--- config.mk ---
export PLATFORM = sky130hd
export DESIGN_NAME = fsq_host
export DESIGN_NICKNAME = d
export VERILOG_FILES = /design/src/design/fsq_bus_cycle.v /design/src/design/fsq_host.v
export VERILOG_INCLUDE_DIRS = /design/src /design/src/design
export SDC_FILE = /design/constraint.sdc
export NUM_CORES = 1
export LEC_CHECK = 0
export BUFFER_PORTS_ARGS = -buffer_cell sky130_fd_sc_hd__buf_2
export CORE_UTILIZATION = 54
export DETAILED_ROUTE_END_ITERATION = 8
export PLACE_DENSITY_LB_ADDON = 0.05
export SYNTH_ARGS = -nofsm -noshare
export SYNTH_HDL_FRONTEND = slang
export SYNTH_SLANG_ARGS = --single-unit
--- constraint.sdc ---
create_clock -name i_clk -period 5.3 [get_ports i_clk]
set_input_delay 0.795 -clock i_clk [delete_from_list [all_inputs] [get_ports i_clk]]
set_output_delay 0.795 -clock i_clk [all_outputs]
set_load 0.01 [all_outputs]
--- src/design/fsq_defines.vh ---
// constants for the flash command sequencer host controller
`ifndef FSQ_DEFINES_VH
`define FSQ_DEFINES_VH
`define FSQ_UNLOCK1_ADDR 19'h0_5555
`define FSQ_UNLOCK1_DATA 8'hAA
`define FSQ_UNLOCK2_ADDR 19'h0_2AAA
`define FSQ_UNLOCK2_DATA 8'h55
`define FSQ_SETUP_ADDR 19'h0_5555
`define FSQ_CMD_ERASE_SETUP 8'h80
`define FSQ_CMD_CHIP_CONFIRM 8'h10
`define FSQ_CMD_SECTOR_WIPE 8'h30
`define FSQ_CMD_BYTE_WRITE 8'hA0
`define FSQ_CMD_SUSPEND 8'hB0
`define FSQ_CMD_CONTINUE 8'h30
`define FSQ_CMD_RESET 8'hF0
`define FSQ_OP_CHIP_ERASE 3'h0
`define FSQ_OP_SECTOR_WIPE 3'h1
`define FSQ_OP_SECTOR_ADD 3'h2
`define FSQ_OP_BYTE_WRITE 3'h3
`define FSQ_OP_SUSPEND 3'h4
`define FSQ_OP_CONTINUE 3'h5
`define FSQ_OP_RESET 3'h6
`define FSQ_OP_READ 3'h7
`define FSQ_BIT_POLL 7
`define FSQ_BIT_TOGGLE 6
`define FSQ_BIT_FAIL 5
`define FSQ_BIT_TIMER 3
`define FSQ_CLK_MHZ 25
`define FSQ_WE_LOW_NS 80
`define FSQ_WE_HIGH_NS 35
`define FSQ_RD_ACC_NS 200
`define FSQ_RESET_WAIT_US 5
`define FSQ_SUSPEND_MAX_US 15
`endif

--- src/design/fsq_bus_cycle.v ---
// one asynchronous bus cycle (write or read) on the flash pins
`timescale 1ns/1ps
`include "fsq_defines.vh"
module fsq_bus_cycle #(
  parameter AW = 19
) (
  input wire i_clk,
  input wire i_sys_rst,
  input wire i_ce,
  input wire i_start,
  input wire i_write,
  input wire [AW-1:0] i_addr,
  input wire [7:0] i_wdata,
  input wire [7:0] i_dq_in,
  output reg o_done,
  output reg [7:0] o_rdata,
  output reg [AW-1:0] o_addr,
  output reg [7:0] o_dq_out,
  output reg o_dq_oe,
  output reg o_ce_n,
  output reg o_we_n,
  output reg o_oe_n
);
  // strobe low time rounds up, at least one cycle
  localparam WLO = (`FSQ_WE_LOW_NS * `FSQ_CLK_MHZ + 999) / 1000;
  localparam WHI = (`FSQ_WE_HIGH_NS * `FSQ_CLK_MHZ + 999) / 1000;
  localparam RAC = (`FSQ_RD_ACC_NS * `FSQ_CLK_MHZ + 999) / 1000 + 1;
  localparam S_IDLE = 3'b001;
  localparam S_LOW = 3'b010;
  localparam S_HIGH = 3'b100;
  reg [2:0] state;
  reg [3:0] cnt;
  reg wr;

  // ----------------------------------------
  // strobe sequencer
  // ----------------------------------------
  // address, data and strobe move together (zero setup is allowed) and address and data
  // hold until after the strobe rises: address taken on the fall, data on the rise
  always @(posedge i_clk or posedge i_sys_rst) begin
    if (i_sys_rst) begin
      state <= S_IDLE;
      cnt <= 4'h0;
      wr <= 1'b0;
      o_done <= 1'b0;
      o_rdata <= 8'h00;
      o_addr <= {AW{1'b0}};
      o_dq_out <= 8'h00;
      o_dq_oe <= 1'b0;
      o_ce_n <= 1'b1;
      o_we_n <= 1'b1;
      o_oe_n <= 1'b1;
    end else if (i_ce) begin
      o_done <= 1'b0;
      case (state)
        S_IDLE: begin
          if (i_start) begin
            wr <= i_write;
            o_addr <= i_addr;
            o_dq_out <= i_wdata;
            o_dq_oe <= i_write;
            o_ce_n <= 1'b0;
            o_we_n <= ~i_write;
            o_oe_n <= i_write;
            cnt <= i_write ? WLO[3:0] : RAC[3:0];
            state <= S_LOW;
          end
        end
        S_LOW: begin
          if (cnt > 4'h1) begin
            cnt <= cnt - 4'h1;
          end else begin
            if (!wr) begin
              o_rdata <= i_dq_in;
            end
            o_we_n <= 1'b1; // rising edge latches data
            o_oe_n <= 1'b1;
            cnt <= WHI[3:0];
            state <= S_HIGH;
          end
        end
        S_HIGH: begin
          o_ce_n <= 1'b1;
          o_dq_oe <= 1'b0;
          if (cnt > 4'h1) begin
            cnt <= cnt - 4'h1;
          end else begin
            o_done <= 1'b1;
            state <= S_IDLE;
          end
        end
        default: state <= S_IDLE;
      endcase
    end
  end
endmodule // fsq_bus_cycle

--- src/design/fsq_host.v ---
// host controller issuing program/erase command sequences to a parallel flash
`timescale 1ns/1ps
`include "fsq_defines.vh"
module fsq_host #(
  parameter AW = 19,
  parameter RESET_WAIT = `FSQ_RESET_WAIT_US * `FSQ_CLK_MHZ,
  parameter SUSP_WAIT = `FSQ_SUSPEND_MAX_US * `FSQ_CLK_MHZ,
  parameter POLL_LIMIT = 32'd750_000_000
) (
  input wire i_clk,
  input wire i_sys_rst,
  input wire i_ce,
  input wire i_req,
  input wire [2:0] i_op,
  input wire [AW-1:0] i_addr,
  input wire [7:0] i_data,
  input wire [7:0] i_dq_in,
  output reg o_busy,
  output reg o_done,
  output reg o_fail,
  output reg o_timeout,
  output reg [7:0] o_rdata,
  output reg o_erase_timer,
  output wire [AW-1:0] o_flash_addr,
  output wire [7:0] o_dq_out,
  output wire o_dq_oe,
  output wire o_ce_n,
  output wire o_we_n,
  output wire o_oe_n
);
  localparam S_IDLE = 6'b000001;
  localparam S_WRITE = 6'b000010;
  localparam S_POLL = 6'b000100;
  localparam S_WAIT = 6'b001000;
  localparam S_RDONE = 6'b010000;
  localparam S_FIN = 6'b100000;
  reg [5:0] state;
  reg [2:0] op;
  reg [AW-1:0] addr;
  reg [7:0] data;
  reg [2:0] step;
  reg [2:0] nsteps;
  reg [31:0] cnt;
  reg have_prev;
  reg prev_toggle;
  reg cyc_start;
  reg cyc_write;
  reg [AW-1:0] cyc_addr;
  reg [7:0] cyc_data;
  reg [AW-1:0] next_addr;
  reg [7:0] next_data;
  wire cyc_done;
  wire [7:0] cyc_rdata;

  // ----------------------------------------
  // pin cycle engine
  // ----------------------------------------
  // pins come straight from flip-flops inside the cycle engine
  fsq_bus_cycle #(.AW(AW)) u_cycle (
    .i_clk(i_clk),
    .i_sys_rst(i_sys_rst),
    .i_ce(i_ce),
    .i_start(cyc_start),
    .i_write(cyc_write),
    .i_addr(cyc_addr),
    .i_wdata(cyc_data),
    .i_dq_in(i_dq_in),
    .o_done(cyc_done),
    .o_rdata(cyc_rdata),
    .o_addr(o_flash_addr),
    .o_dq_out(o_dq_out),
    .o_dq_oe(o_dq_oe),
    .o_ce_n(o_ce_n),
    .o_we_n(o_we_n),
    .o_oe_n(o_oe_n)
  );

  // ----------------------------------------
  // write sequence table
  // ----------------------------------------
  // address/data of the current write step for the chosen operation
  always @* begin
    next_addr = addr;
    next_data = data;
    case (step)
      3'd0: begin
        next_addr = `FSQ_UNLOCK1_ADDR;
        next_data = `FSQ_UNLOCK1_DATA;
      end
      3'd1: begin
        next_addr = `FSQ_UNLOCK2_ADDR;
        next_data = `FSQ_UNLOCK2_DATA;
      end
      3'd2: begin
        next_addr = `FSQ_SETUP_ADDR;
        next_data = (op == `FSQ_OP_BYTE_WRITE) ? `FSQ_CMD_BYTE_WRITE :
                    (op == `FSQ_OP_RESET) ? `FSQ_CMD_RESET : `FSQ_CMD_ERASE_SETUP;
      end
      3'd3: begin
        next_addr = (op == `FSQ_OP_BYTE_WRITE) ? addr : `FSQ_UNLOCK1_ADDR;
        next_data = (op == `FSQ_OP_BYTE_WRITE) ? data : `FSQ_UNLOCK1_DATA;
      end
      3'd4: begin
        next_addr = `FSQ_UNLOCK2_ADDR;
        next_data = `FSQ_UNLOCK2_DATA;
      end
      3'd5: begin
        // chip erase confirm at fixed address, block confirm at block address
        next_addr = (op == `FSQ_OP_CHIP_ERASE) ? `FSQ_SETUP_ADDR : addr;
        next_data = (op == `FSQ_OP_CHIP_ERASE) ? `FSQ_CMD_CHIP_CONFIRM :
                    `FSQ_CMD_SECTOR_WIPE;
      end
      default: begin
        // single-write commands carry no unlock cycles
        next_addr = addr;
        next_data = (op == `FSQ_OP_SUSPEND) ? `FSQ_CMD_SUSPEND :
                    (op == `FSQ_OP_CONTINUE) ? `FSQ_CMD_CONTINUE :
                    `FSQ_CMD_SECTOR_WIPE;
      end
    endcase
  end

  // ----------------------------------------
  // command sequencer
  // ----------------------------------------
  // requests are refused while busy; device ignores overlapping ones anyway
  always @(posedge i_clk or posedge i_sys_rst) begin
    if (i_sys_rst) begin
      state <= S_IDLE;
      op <= 3'h0;
      addr <= {AW{1'b0}};
      data <= 8'h00;
      step <= 3'd0;
      nsteps <= 3'd0;
      cnt <= 32'h0000_0000;
      have_prev <= 1'b0;
      prev_toggle <= 1'b0;
      cyc_start <= 1'b0;
      cyc_write <= 1'b0;
      cyc_addr <= {AW{1'b0}};
      cyc_data <= 8'h00;
      o_busy <= 1'b0;
      o_done <= 1'b0;
      o_fail <= 1'b0;
      o_timeout <= 1'b0;
      o_rdata <= 8'h00;
      o_erase_timer <= 1'b0;
    end else if (i_ce) begin
      cyc_start <= 1'b0;
      o_done <= 1'b0;
      case (state)
        S_IDLE: begin
          if (i_req) begin
            op <= i_op;
            addr <= i_addr;
            data <= i_data;
            o_busy <= 1'b1;
            o_fail <= 1'b0;
            o_timeout <= 1'b0;
            cnt <= 32'h0000_0000;
            have_prev <= 1'b0;
            case (i_op)
              `FSQ_OP_CHIP_ERASE, `FSQ_OP_SECTOR_WIPE: begin
                step <= 3'd0;
                nsteps <= 3'd6;
              end
              `FSQ_OP_BYTE_WRITE: begin
                step <= 3'd0;
                nsteps <= 3'd4;
              end
              `FSQ_OP_RESET: begin
                step <= 3'd0; // unlock cycles then F0h
                nsteps <= 3'd3;
              end
              `FSQ_OP_READ: begin
                step <= 3'd0;
                nsteps <= 3'd0;
              end
              default: begin
                step <= 3'd6;
                nsteps <= 3'd7;
              end
            endcase
            if (i_op == `FSQ_OP_READ) begin
              cyc_write <= 1'b0;
              cyc_addr <= i_addr;
              cyc_start <= 1'b1;
              state <= S_RDONE;
            end else begin
              state <= S_WRITE;
            end
          end
        end
        S_WRITE: begin
          if (!cyc_start && !o_we_n) begin
            state <= S_WRITE;
          end
          if (cyc_done || (step == 3'd0 && !have_prev) || (step == 3'd6 && !have_prev)) begin
            if (have_prev && step == nsteps) begin
              have_prev <= 1'b0;
              case (op)
                `FSQ_OP_CHIP_ERASE, `FSQ_OP_BYTE_WRITE: state <= S_POLL;
                `FSQ_OP_SECTOR_WIPE, `FSQ_OP_SECTOR_ADD: begin
                  // blocks erase after the device's own timeout; host polls timer bit
                  o_erase_timer <= 1'b1;
                  state <= S_POLL;
                end
                `FSQ_OP_RESET: begin
                  cnt <= RESET_WAIT;
                  state <= S_WAIT;
                end
                `FSQ_OP_SUSPEND: begin
                  cnt <= SUSP_WAIT;
                  state <= S_WAIT;
                end
                default: state <= S_POLL;
              endcase
            end else begin
              cyc_write <= 1'b1;
              cyc_addr <= next_addr;
              cyc_data <= next_data;
              cyc_start <= 1'b1;
              have_prev <= 1'b1;
              step <= step + 3'd1;
            end
          end
        end
        S_POLL: begin
          // read status at target address until toggle stops
          if (!have_prev) begin
            cyc_write <= 1'b0;
            cyc_addr <= addr;
            cyc_start <= 1'b1;
            have_prev <= 1'b1;
          end else if (cyc_done) begin
            cnt <= cnt + 32'h0000_0001;
            prev_toggle <= cyc_rdata[`FSQ_BIT_TOGGLE];
            have_prev <= 1'b0;
            o_rdata <= cyc_rdata;
            o_erase_timer <= cyc_rdata[`FSQ_BIT_TIMER];
            if (cnt != 32'h0000_0000 && cyc_rdata[`FSQ_BIT_TOGGLE] == prev_toggle) begin
              state <= S_FIN;
            end else if (cyc_rdata[`FSQ_BIT_FAIL]) begin
              // re-read to see whether toggle stopped; if not, failure
              have_prev <= 1'b1;
              cyc_start <= 1'b1;
              state <= S_RDONE;
              o_fail <= 1'b1;
            end else if (cnt >= POLL_LIMIT) begin
              o_timeout <= 1'b1;
              state <= S_FIN;
            end
          end
        end
        S_RDONE: begin
          if (cyc_done) begin
            o_rdata <= cyc_rdata;
            if (o_fail && cyc_rdata[`FSQ_BIT_TOGGLE] == prev_toggle) begin
              o_fail <= 1'b0; // toggle stopped: success after all
            end
            state <= S_FIN;
          end
        end
        S_WAIT: begin
          if (cnt > 32'h0000_0001) begin
            cnt <= cnt - 32'h0000_0001;
          end else begin
            state <= S_FIN;
          end
        end
        S_FIN: begin
          // on failure the caller issues the reset operation to clear the device
          o_busy <= 1'b0;
          o_done <= 1'b1;
          state <= S_IDLE;
        end
        default: state <= S_IDLE;
      endcase
    end
  end
endmodule // fsq_host

# [Yosys cells after proc, flatten, opt, wreduce, memory -nomap -nowiden]
# Cells that the tools add are included.
[word_totals] wordCells=248 register_bits=166 out_inout_bits=44 input_bits=42
[op_classes] n_eq_ne=49 bitwise_logic=4 n_addsub=4 reduce_logical=51 magnitude_cmp=3 mux=107
[ops] operator="32-bit two-way mux" count=6
[ops] operator="19-bit two-way mux" count=7
[ops] operator="32-bit one-hot mux with 4 select lines" count=1
[ops] operator="19-bit one-hot mux with 4 select lines" count=1
[ops] operator="6-bit two-way mux" count=12
[ops] operator="32-bit one-hot mux with 2 select lines" count=1
[ops] operator="19-bit one-hot mux with 3 select lines" count=1
[ops] operator="1-bit two-way mux" count=41
[ops] operator="8-bit one-hot mux with 5 select lines" count=1
[ops] operator="32-bit by 1-bit adder with 32-bit output, second input constant" count=1
[ops] operator="32-bit by 30-bit greater-or-equal comparator with 1-bit output, second input constant" count=1
[ops] operator="32-bit by 1-bit > comparator with 1-bit output, second input constant" count=1
[ops] operator="8-bit two-way mux" count=4
[ops] operator="2-bit != test, second input constant" count=16
[ops] operator="32-bit nonzero test" count=1
[ops] operator="32-bit by 1-bit subtractor with 32-bit output, second input constant" count=1
[ops] operator="6-bit one-hot mux with 5 select lines" count=1
[ops] operator="4-bit AND reduction" count=7
[ops] operator="3-bit == test, second input constant" count=8
[ops] operator="3-bit two-way mux" count=8
[ops] operator="7-bit AND reduction" count=3
[ops] operator="3-bit by 2-bit == test with 1-bit output, second input constant" count=6
[ops] operator="9-bit AND reduction" count=2
[ops] operator="4-bit two-way mux" count=4
[ops] operator="other kinds (37)" count=83

# [Logic depth before layout (Yosys ltp)]
# Gate-level depths: netlist of the first run.
[logic_depth] depth_word=7 ltp_mapped=11 mapped_depth_nobuf=8

# [By module]
# From an unflattened synthesis of the first run, not the netlist that was laid out.
[hier_totals] cells_unflattened=1032 area_unflattened_um2=9611.7
[modules_own_cells] mod="fsq_host" seq_area_each_um2=2954.1 cells_each=869 instances=1 area_per_inst_um2=7419.6
[modules_own_cells] mod="fsq_bus_cycle" seq_area_each_um2=1206.2 cells_each=163 instances=1 area_per_inst_um2=2192.1

# [Least setup slack after synthesis of the first run]
# Ideal clock, no wire load.
[synth_timing] path_type="reg2reg" from="register cnt[0]" to="register state[1]" arrival_time_ns=2.513 required_ns=5.175 period_less_slack_ns=2.638 path_buffers=1 setup_slack_ns=2.662 setup_ns=0.125 path_stages_with_launch=10 path_cell_list="dfrtp_1 -> inv_1 -> ha_1 -> buf_2 -> nor4b_2 -> nand4_2 -> o31ai_4 -> inv_2 -> o41ai_4 -> mux2_4"
[synth_via] elab_chain_len=6 word_cells_on_any_way=11 cone_classes="order compare: 2; eq/ne: 2; mux: 4; reduce/logical: 3"
[synth_rtl] item="start: declaration" line_no="fsq_host.v:43" source="reg [31:0] cnt;"
[synth_rtl] item="start signal: assignment" line_no="fsq_host.v:236" source="cnt <= cnt + 32'h0000_0001;"
[synth_rtl] item="start signal: assignment" line_no="fsq_host.v:266" source="cnt <= cnt - 32'h0000_0001;"
[synth_rtl] item="branches (longest 6 deep; another with 32-bit by 30-bit greater-or-equal comparator with 1-bit output)"
[synth_rtl] item="end signal: assignment" line_no="fsq_host.v:242" source="state <= S_FIN;"
[synth_rtl] item="end signal: assignment" line_no="fsq_host.v:247" source="state <= S_RDONE;"
[synth_rtl] item="end signal: assignment" line_no="fsq_host.v:251" source="state <= S_FIN;"
[synth_rtl] item="end: declaration" line_no="fsq_host.v:37" source="reg [5:0] state;"
# Several ways; the timed one is not identified. The select of a mux whose other input is x is not followed.
# A chain may end at the register's enable or synchronous reset.

# [Worst setup path in the final report of the first run]
[layout_timing] from="register step[1]" to="register cnt[24]"
[layout_via] elab_chain_len=6 word_cells_on_any_way=11 cone_classes="eq/ne: 4; reduce/logical: 7"
[layout_rtl] item="start: declaration" line_no="fsq_host.v:41" source="reg [2:0] step;"
[layout_rtl] item="start signal: assignment" line_no="fsq_host.v:224" source="step <= step + 3'd1;"
[layout_rtl] item="3-bit logical NOT" line_no="fsq_host.v:198" source="if (cyc_done || (step == 3'd0 && !have_prev) || (step == 3'd6 && !have_prev)) begin"
[layout_rtl] item="1-bit logical AND" line_no="fsq_host.v:198"
[layout_rtl] item="1-bit logical OR (2 in series)" line_no="fsq_host.v:198"
[layout_rtl] item="2-bit != test (no line)"
[layout_rtl] item="9-bit AND reduction (no line) (*)"
# Every way passes the cells marked *; elsewhere a longest branch is shown, timed or not.

==> metrics.md, run 1 <==
| Metric | Value |
|---|---|
| Total GRT Usage | 28.6% |
| Commonest non-fill, non-tap cell in the layout | dfrtp_1 |
| Yosys reg bits | 166 |
| Design Area, Final | 10500 sq um |
| RSZ-0062 raised after global routing | no |
| Drt drc | 0 |
| I/O Buffers | 85 |
| Register area share after synthesis | 44.0% |
| Post-detailed-route via-to-cell ratio | 6.40 |
| Area Overhead vs Synth | 11.6% |
| First-pass GRT wire length | 40700 microns |
| Final setup viols | 0 |
| Yosys top cell by area | dfrtp_1 |
| DP Area | 9920 sq um |
| Slew Limit Headroom | 23.8% |
| Max-capacitance violation count | 0 |
| Pins over their slew limit | 0 |
| Initial core utilization | 55.0% |
| Die span in x | 134 microns |
| Initial antenna violation count | 0 |
| Hold Crit Class | reg2reg |
| Row count | 48 |
| Post-Synthesis Cell Area | 9460 sq um |
| Count of final hold-check violations | 0 |
| Crit end category | flop |
| Vias after detailed routing | 8009 |
| Fillers | 1529 |
| Worst EP arrival | 3.90 ns |
| Max clock buf depth | 2 |
| Congestion Overflow GR | 0 |
| Post-CTS Setup Inserts | 0 |
| Maximum VDD drop | 0.329 mV |
| Setup_tns | 0 ns |
| IO Count | 86 |
| Ys async rst share | 100% |
| Share of layout cells above drive strength 1 | 23.7% |
| Final Skew | 0.0124 ns |
| Drt initial violations | 682 |
| Largest net degree at the start of global routing | 86 |
| Dominant synthesized flop cell | dfrtp_1 |
| DRT antenna net count | 0 |
| Leak Pwr | 0.00445 uW |
| Fin nets | 1066 |
| Core area | 17200 sq um |
| Met3 WL | 1750 microns |
| Detailed Place HPWL | 16500 microns |
| Fin crit period | 3.57 ns |
| Final design utilization | 61.4% |
| Slew of the pin with the lowest slew margin | 1.14 ns |
| Syn nets | 1033 |
| Hold depth | 2 |
| Average routed wire per standard cell | 19.8 microns |
| CTS Buf Count | 17 |
| Status | completed |
| Synth Warn # | 0 |
| Achievable Freq | 280 MHz |
| Crit-path max FO | 23 |
| Clock root buffer | clkbuf_16 |
| Total iterations of the first detailed-routing run | 7 |
| Final Cycle Share | 67.4% |
| H-tree depth | 4 |
| Max Used Layer | met4 |
| Startpoint types | flop |
| Pwr/cell area | 472 nW/um^2 |
| GP Congestion | 0.901 |
| Met2 WL | 11500 microns |
| Worst R2R Path Depth | 8 |
| Vias in the first global route | 7704 |
| Critical Path RT | 5.63 ns |
| Syn avg cell area | 9.64 sq um |
| Area contributors post-synth | dfrtp_1 (43%), mux2_2 (9.4%), nand2_1 (3.2%) |
| Distinct cells, synth | 82 |
| Clk slew on worst S/H paths | 0.07 ns |
| Area share of the leading cell type in the synthesized netlist | 42.6% |
| Clk_lat worst skew | 0.44 ns |
| CTS Sinks | 166 |
| Wl on met1 | 11000 microns |
| Full die area | 18000 sq um |
| PostCTS Resize Cnt | 0 |
| Routed wire length | 24800 microns |
| Cells after Synth | 981 |
| Hold_buf cts | 0 |
| Post-synth EDFFs | 0 |
| CTS tree | done |
| Worst setup path class | reg2reg |
| Most frequent cells in the layout | dfrtp_1 (161), buf_2 (85), nand2_1 (80) |
| Die height | 134 microns |
| N_diodes | 0 |
[critical path, stage by stage (launching register included)]
cell,delay [ns]
dfrtp_1,0.48
inv_1,0.16
ha_1,0.28
mux2i_1,0.13
o21ai_1,0.25
o221a_2,0.32
and4_1,0.83
nand3_1,0.62
o31ai_1,0.40
[flip-flops by register name, summed over array words and instances, names as in the netlist, 3 cells and up]
| signal | cells |
|---|---|
| cyc_addr | 19 |
| u_cycle.state | 3 |
| data | 8 |
| addr | 19 |
| cnt | 32 |
| op | 3 |
| u_cycle.o_rdata | 8 |
| cyc_data | 8 |
| step | 3 |
| u_cycle.cnt | 4 |
| o_rdata | 8 |
| nsteps | 3 |
| state | 6 |
| u_cycle.o_dq_out | 8 |
| u_cycle.o_addr | 19 |
[cells in the mapped netlist, types with 5 or more instances]
cell and number:
buf_2 15, ha_1 10, o2111ai_1 5, buf_1 5, a21oi_1 56, a22oi_1 8
and4_1 8, mux2_4 5, a31oi_1 26, nor2b_1 9, o22ai_1 8, o31ai_1 30
a21o_1 8, o211ai_1 12, dfrtp_1 161, nand2b_1 6, xnor2_1 9, a221oi_1 8
a211oi_1 5, and3_1 13, or3_1 12, inv_1 21, o21a_1 5, nor3_1 22
or4_1 8, nand2_1 80, nand3_1 34, a22o_1 5, nor4_1 16, mux2_2 79
nand4_1 20, clkbuf_1 59, o21ai_0 57, nor2_1 66, dfstp_2 5
[final timing paths]
check,slack [ns],startpoint,endpoint
worst min register to register,0.48,u_cycle.o_ce_n$_DFFE_PP1P_,u_cycle.o_ce_n$_DFFE_PP1P_
worst max register to register,1.73,step[1]$_DFFE_PP0P_,cnt[24]$_DFFE_PP0P_
min in group asynchronous,0.52,i_sys_rst,o_rdata[1]$_DFFE_PP0P_
worst min-delay path,0.48,u_cycle.o_ce_n$_DFFE_PP1P_,u_cycle.o_ce_n$_DFFE_PP1P_
max in group asynchronous,3.68,i_sys_rst,state[1]$_DFFE_PP0P_
worst max-delay path,1.73,step[1]$_DFFE_PP0P_,cnt[24]$_DFFE_PP0P_
[report_power, final]
part / internal, uW / switching (uW) / leakage (uW)
clock: 740 / 564 / 0.000306
combinational: 708 / 887 / 0.00205
sequential: 1700 / 377 / 0.00210
[through the flow]
step	std cells	hold WS (ns)	worst slack, ns	total power, uW
6_report	1252	0.479	1.73	4980
5_1_grt	1252	0.493	1.44	5270
4_1_cts	1252	0.484	1.79	4990
3_5_place_dp	1220	0.474	1.80	3670
3_3_place_gp	1220	0.470	1.97	3640
2_1_floorplan	981	0.444	0.0232	3180
[area by class of cell]
cell class | instances | area [sq um] | area share (%)
multi-input cells | 711 | 4890 | 46.3
flip-flops and latches | 166 | 4160 | 39.4
repair buffers | 96 | 508 | 4.82
clock buffers | 20 | 457 | 4.33
well taps | 225 | 282 | 2.67
clock inverters | 12 | 166 | 1.58
inverters | 22 | 87.6 | 0.830
[layer usage]
metal  up-vias  track usage (%)
li1       3761                -
met1      3873             39.3
met3        54             6.42
met2       321             44.5
met4         0             10.2
met5         -                0
[cells by family after synthesis]
family	Yosys count	synth area share [%]
and+or+nand+nor	324	18.4
AOI/OAI and AO/OA	280	20.3
DFF	166	44.0
buffers and inverters	104	4.57
muxes	86	10.4
xor gates and xnor gates	11	1.02
adders and majority gates	10	1.32
Note: power is estimated with default switching activity, not from simulation.
==> inputs of run 2 (changes only) <==
--- a/config.mk
+++ b/config.mk
@@ -7,7 +7,7 @@
 export NUM_CORES = 1
 export LEC_CHECK = 0
 export BUFFER_PORTS_ARGS = -buffer_cell sky130_fd_sc_hd__buf_2
-export CORE_UTILIZATION = 54
+export CORE_UTILIZATION = 60
 export DETAILED_ROUTE_END_ITERATION = 8
 export PLACE_DENSITY_LB_ADDON = 0.05
 export SYNTH_ARGS = -nofsm -noshare
==> constraint.sdc (replaced) <==
create_clock -name i_clk -period 3.4 [get_ports i_clk]
set_input_delay 0.51 -clock i_clk [delete_from_list [all_inputs] [get_ports i_clk]]
set_output_delay 0.51 -clock i_clk [all_outputs]
set_load 0.01 [all_outputs]
==> metrics.md, run 2 (synthesis results as in run 1) <==
| Metric | Value |
|---|---|
| Post-detailed-route via-to-cell ratio | 6.60 |
| Pwr/cell area | 731 nW/um^2 |
| Worst EP arrival | 3.33 ns |
| Register area | 4160 sq um |
| Leak Pwr | 0.00454 uW |
| Hold Crit Class | in2async |
| Clock root buffer | clkbuf_16 |
| Hold_buf cts | 0 |
| DRT antenna net count | 0 |
| Max FFs per register | 32 |
| Vias in the first global route | 7913 |
| Final setup viols | 0 |
| Slew Limit Headroom | 38.5% |
| Die span in x | 128 microns |
| N_diodes | 0 |
| Routed wire length | 24800 microns |
| Clk_lat worst skew | 0.44 ns |
| H-tree depth | 4 |
| Vias after detailed routing | 8315 |
| Drt initial violations | 622 |
| Drt drc | 0 |
| PostCTS Resize Cnt | 0 |
| Crit path max-delay family | compound AO/OA/AOI/OAI gates |
| Post-CTS Setup Inserts | 0 |
| Crit path buffers/inverters | 2 |
| Placement Setup Slack | 0.508 ns |
| Status | completed |
| Largest net degree at the start of global routing | 167 |
| Crit-path cells | inv_1 -> ha_1 -> nor4b_2 -> nand4_2 -> o31ai_4 -> inv_2 -> o41ai_4 -> mux2_4 |
| Setup_tns | 0 ns |
| Startpoint types | flop |
| Worst reg2reg startpoint | cnt[0]$_DFFE_PP0P_ |
| CTS Sinks | 166 |
| Core area | 15300 sq um |
| Clk slew on worst S/H paths | 0.07 ns |
| Fin nets | 1087 |
| Largest stage delay on the critical path | 0.60 ns |
| Final WS setup | 0.393 ns |
| Slew of the pin with the lowest slew margin | 0.922 ns |
| Fin crit period | 3.01 ns |
| Crit end category | flop |
| Achievable Freq | 333 MHz |
| I/O Buffers | 85 |
| Total iterations of the first detailed-routing run | 5 |
| Count of final hold-check violations | 0 |
| Final Cycle Share | 88.4% |
| Average routed wire per standard cell | 19.7 microns |
| CTS Buf Count | 17 |
| Max-capacitance violation count | 0 |
| Congestion Overflow GR | 0 |
| Critical Path RT | 3.72 ns |
| Placed Cells | 1227 |
| Multi-input logic area | 4870 sq um |
| Most frequent cells in the layout | dfrtp_1 (161), buf_2 (85), nand2_1 (80) |
| Final non-filler cell total | 1259 |
| First-pass GRT wire length | 40500 microns |
| Worst setup path startpoint | cnt[0]$_DFFE_PP0P_ |
| Initial antenna violation count | 0 |
| Share of layout cells above drive strength 1 | 25.0% |
| Total GRT Usage | 31.7% |
| Pins over their slew limit | 0 |
| CTS tree | done |
| Initial core utilization | 61.7% |
| RSZ-0062 raised after global routing | no |
| Crit-path max FO | 8 |
| Max clock buf depth | 2 |
| Maximum VDD drop | 0.653 mV |
| Biggest register | cnt |
| GP Congestion | 0.940 |
| Commonest non-fill, non-tap cell in the layout | dfrtp_1 |
| Final Skew | 0.00735 ns |
| Slowest cell on the critical path | o41ai_4 |
| Row count | 45 |
| Area Overhead vs Synth | 12.6% |
| Fillers | 1237 |
| IO Count | 86 |
| Full die area | 16300 sq um |
| Worst setup path class | reg2reg |
| Detailed Place HPWL | 16400 microns |
| Die height | 128 microns |
==> run 2: final cells by class <==
type	count	area share, %
Clock inverter	10	1.02
Clock buffer	22	4.45
Tap cell	211	2.48
Multi-Input combinational cell	711	45.8
Inverter	22	0.811
Sequential cell	166	39.1
Timing Repair Buffer	117	6.37
==> run 2: power breakdown <==
part	internal [uW]	switching, uW	total [uW]
Sequential	2650	577	3230
Clock	1090	860	1950
Combinational	1170	1440	2610
Total	4910	2870	7780
==> run 2: metal layers <==
| layer | part of all wire [%] | vias to the layer above | track usage [%] |
|---|---|---|---|
| met3 | 8.1 | 66 | 7.41 |
| met5 | 0 | - | 0 |
| met2 | 47 | 425 | 51.0 |
| li1 | - | 3795 | - |
| met1 | 42 | 4029 | 41.9 |
| met4 | 2.4 | 0 | 11.3 |
==> run 2: path summary, 6_finish.rpt <==
path	slack, ns	end	depth (start not counted)
setup / recovery	0.39	state[2]$_DFFE_PP0P_	8
hold / removal	0.27	o_rdata[0]$_DFFE_PP0P_	3
setup reg to reg	0.39	state[2]$_DFFE_PP0P_	8
hold reg to reg	0.48	cyc_data[7]$_DFFE_PP0P_	2
max in group asynchronous	2.39	cnt[10]$_DFFE_PP0P_	3
min in group i_clk	0.30	data[1]$_DFFE_PP0P_	2
==> run 2: metrics by stage <==
stage / hold slack, ns / total power [uW] / instance area [sq um] / utilization (%)
finish: 0.273 / 7780 / 10600 / 69.5
global placement: 0.462 / 5720 / 10100 / 65.7
detailed placement: 0.466 / 5800 / 10100 / 65.7
floorplan: 0.444 / 4950 / 9460 / -
global route: 0.291 / 8220 / 10600 / 69.5
CTS: 0.290 / 7770 / 10600 / 69.5
==> run 2: worst register-to-register path: cells and delay by family, from the launching register on <==
family	cells	cell delay (ns)
fa+ha+maj	1	0.32
mux	1	0.35
simple gates	2	0.63
buf+inv	2	0.23
flops	1	0.45
compound gates	2	0.92
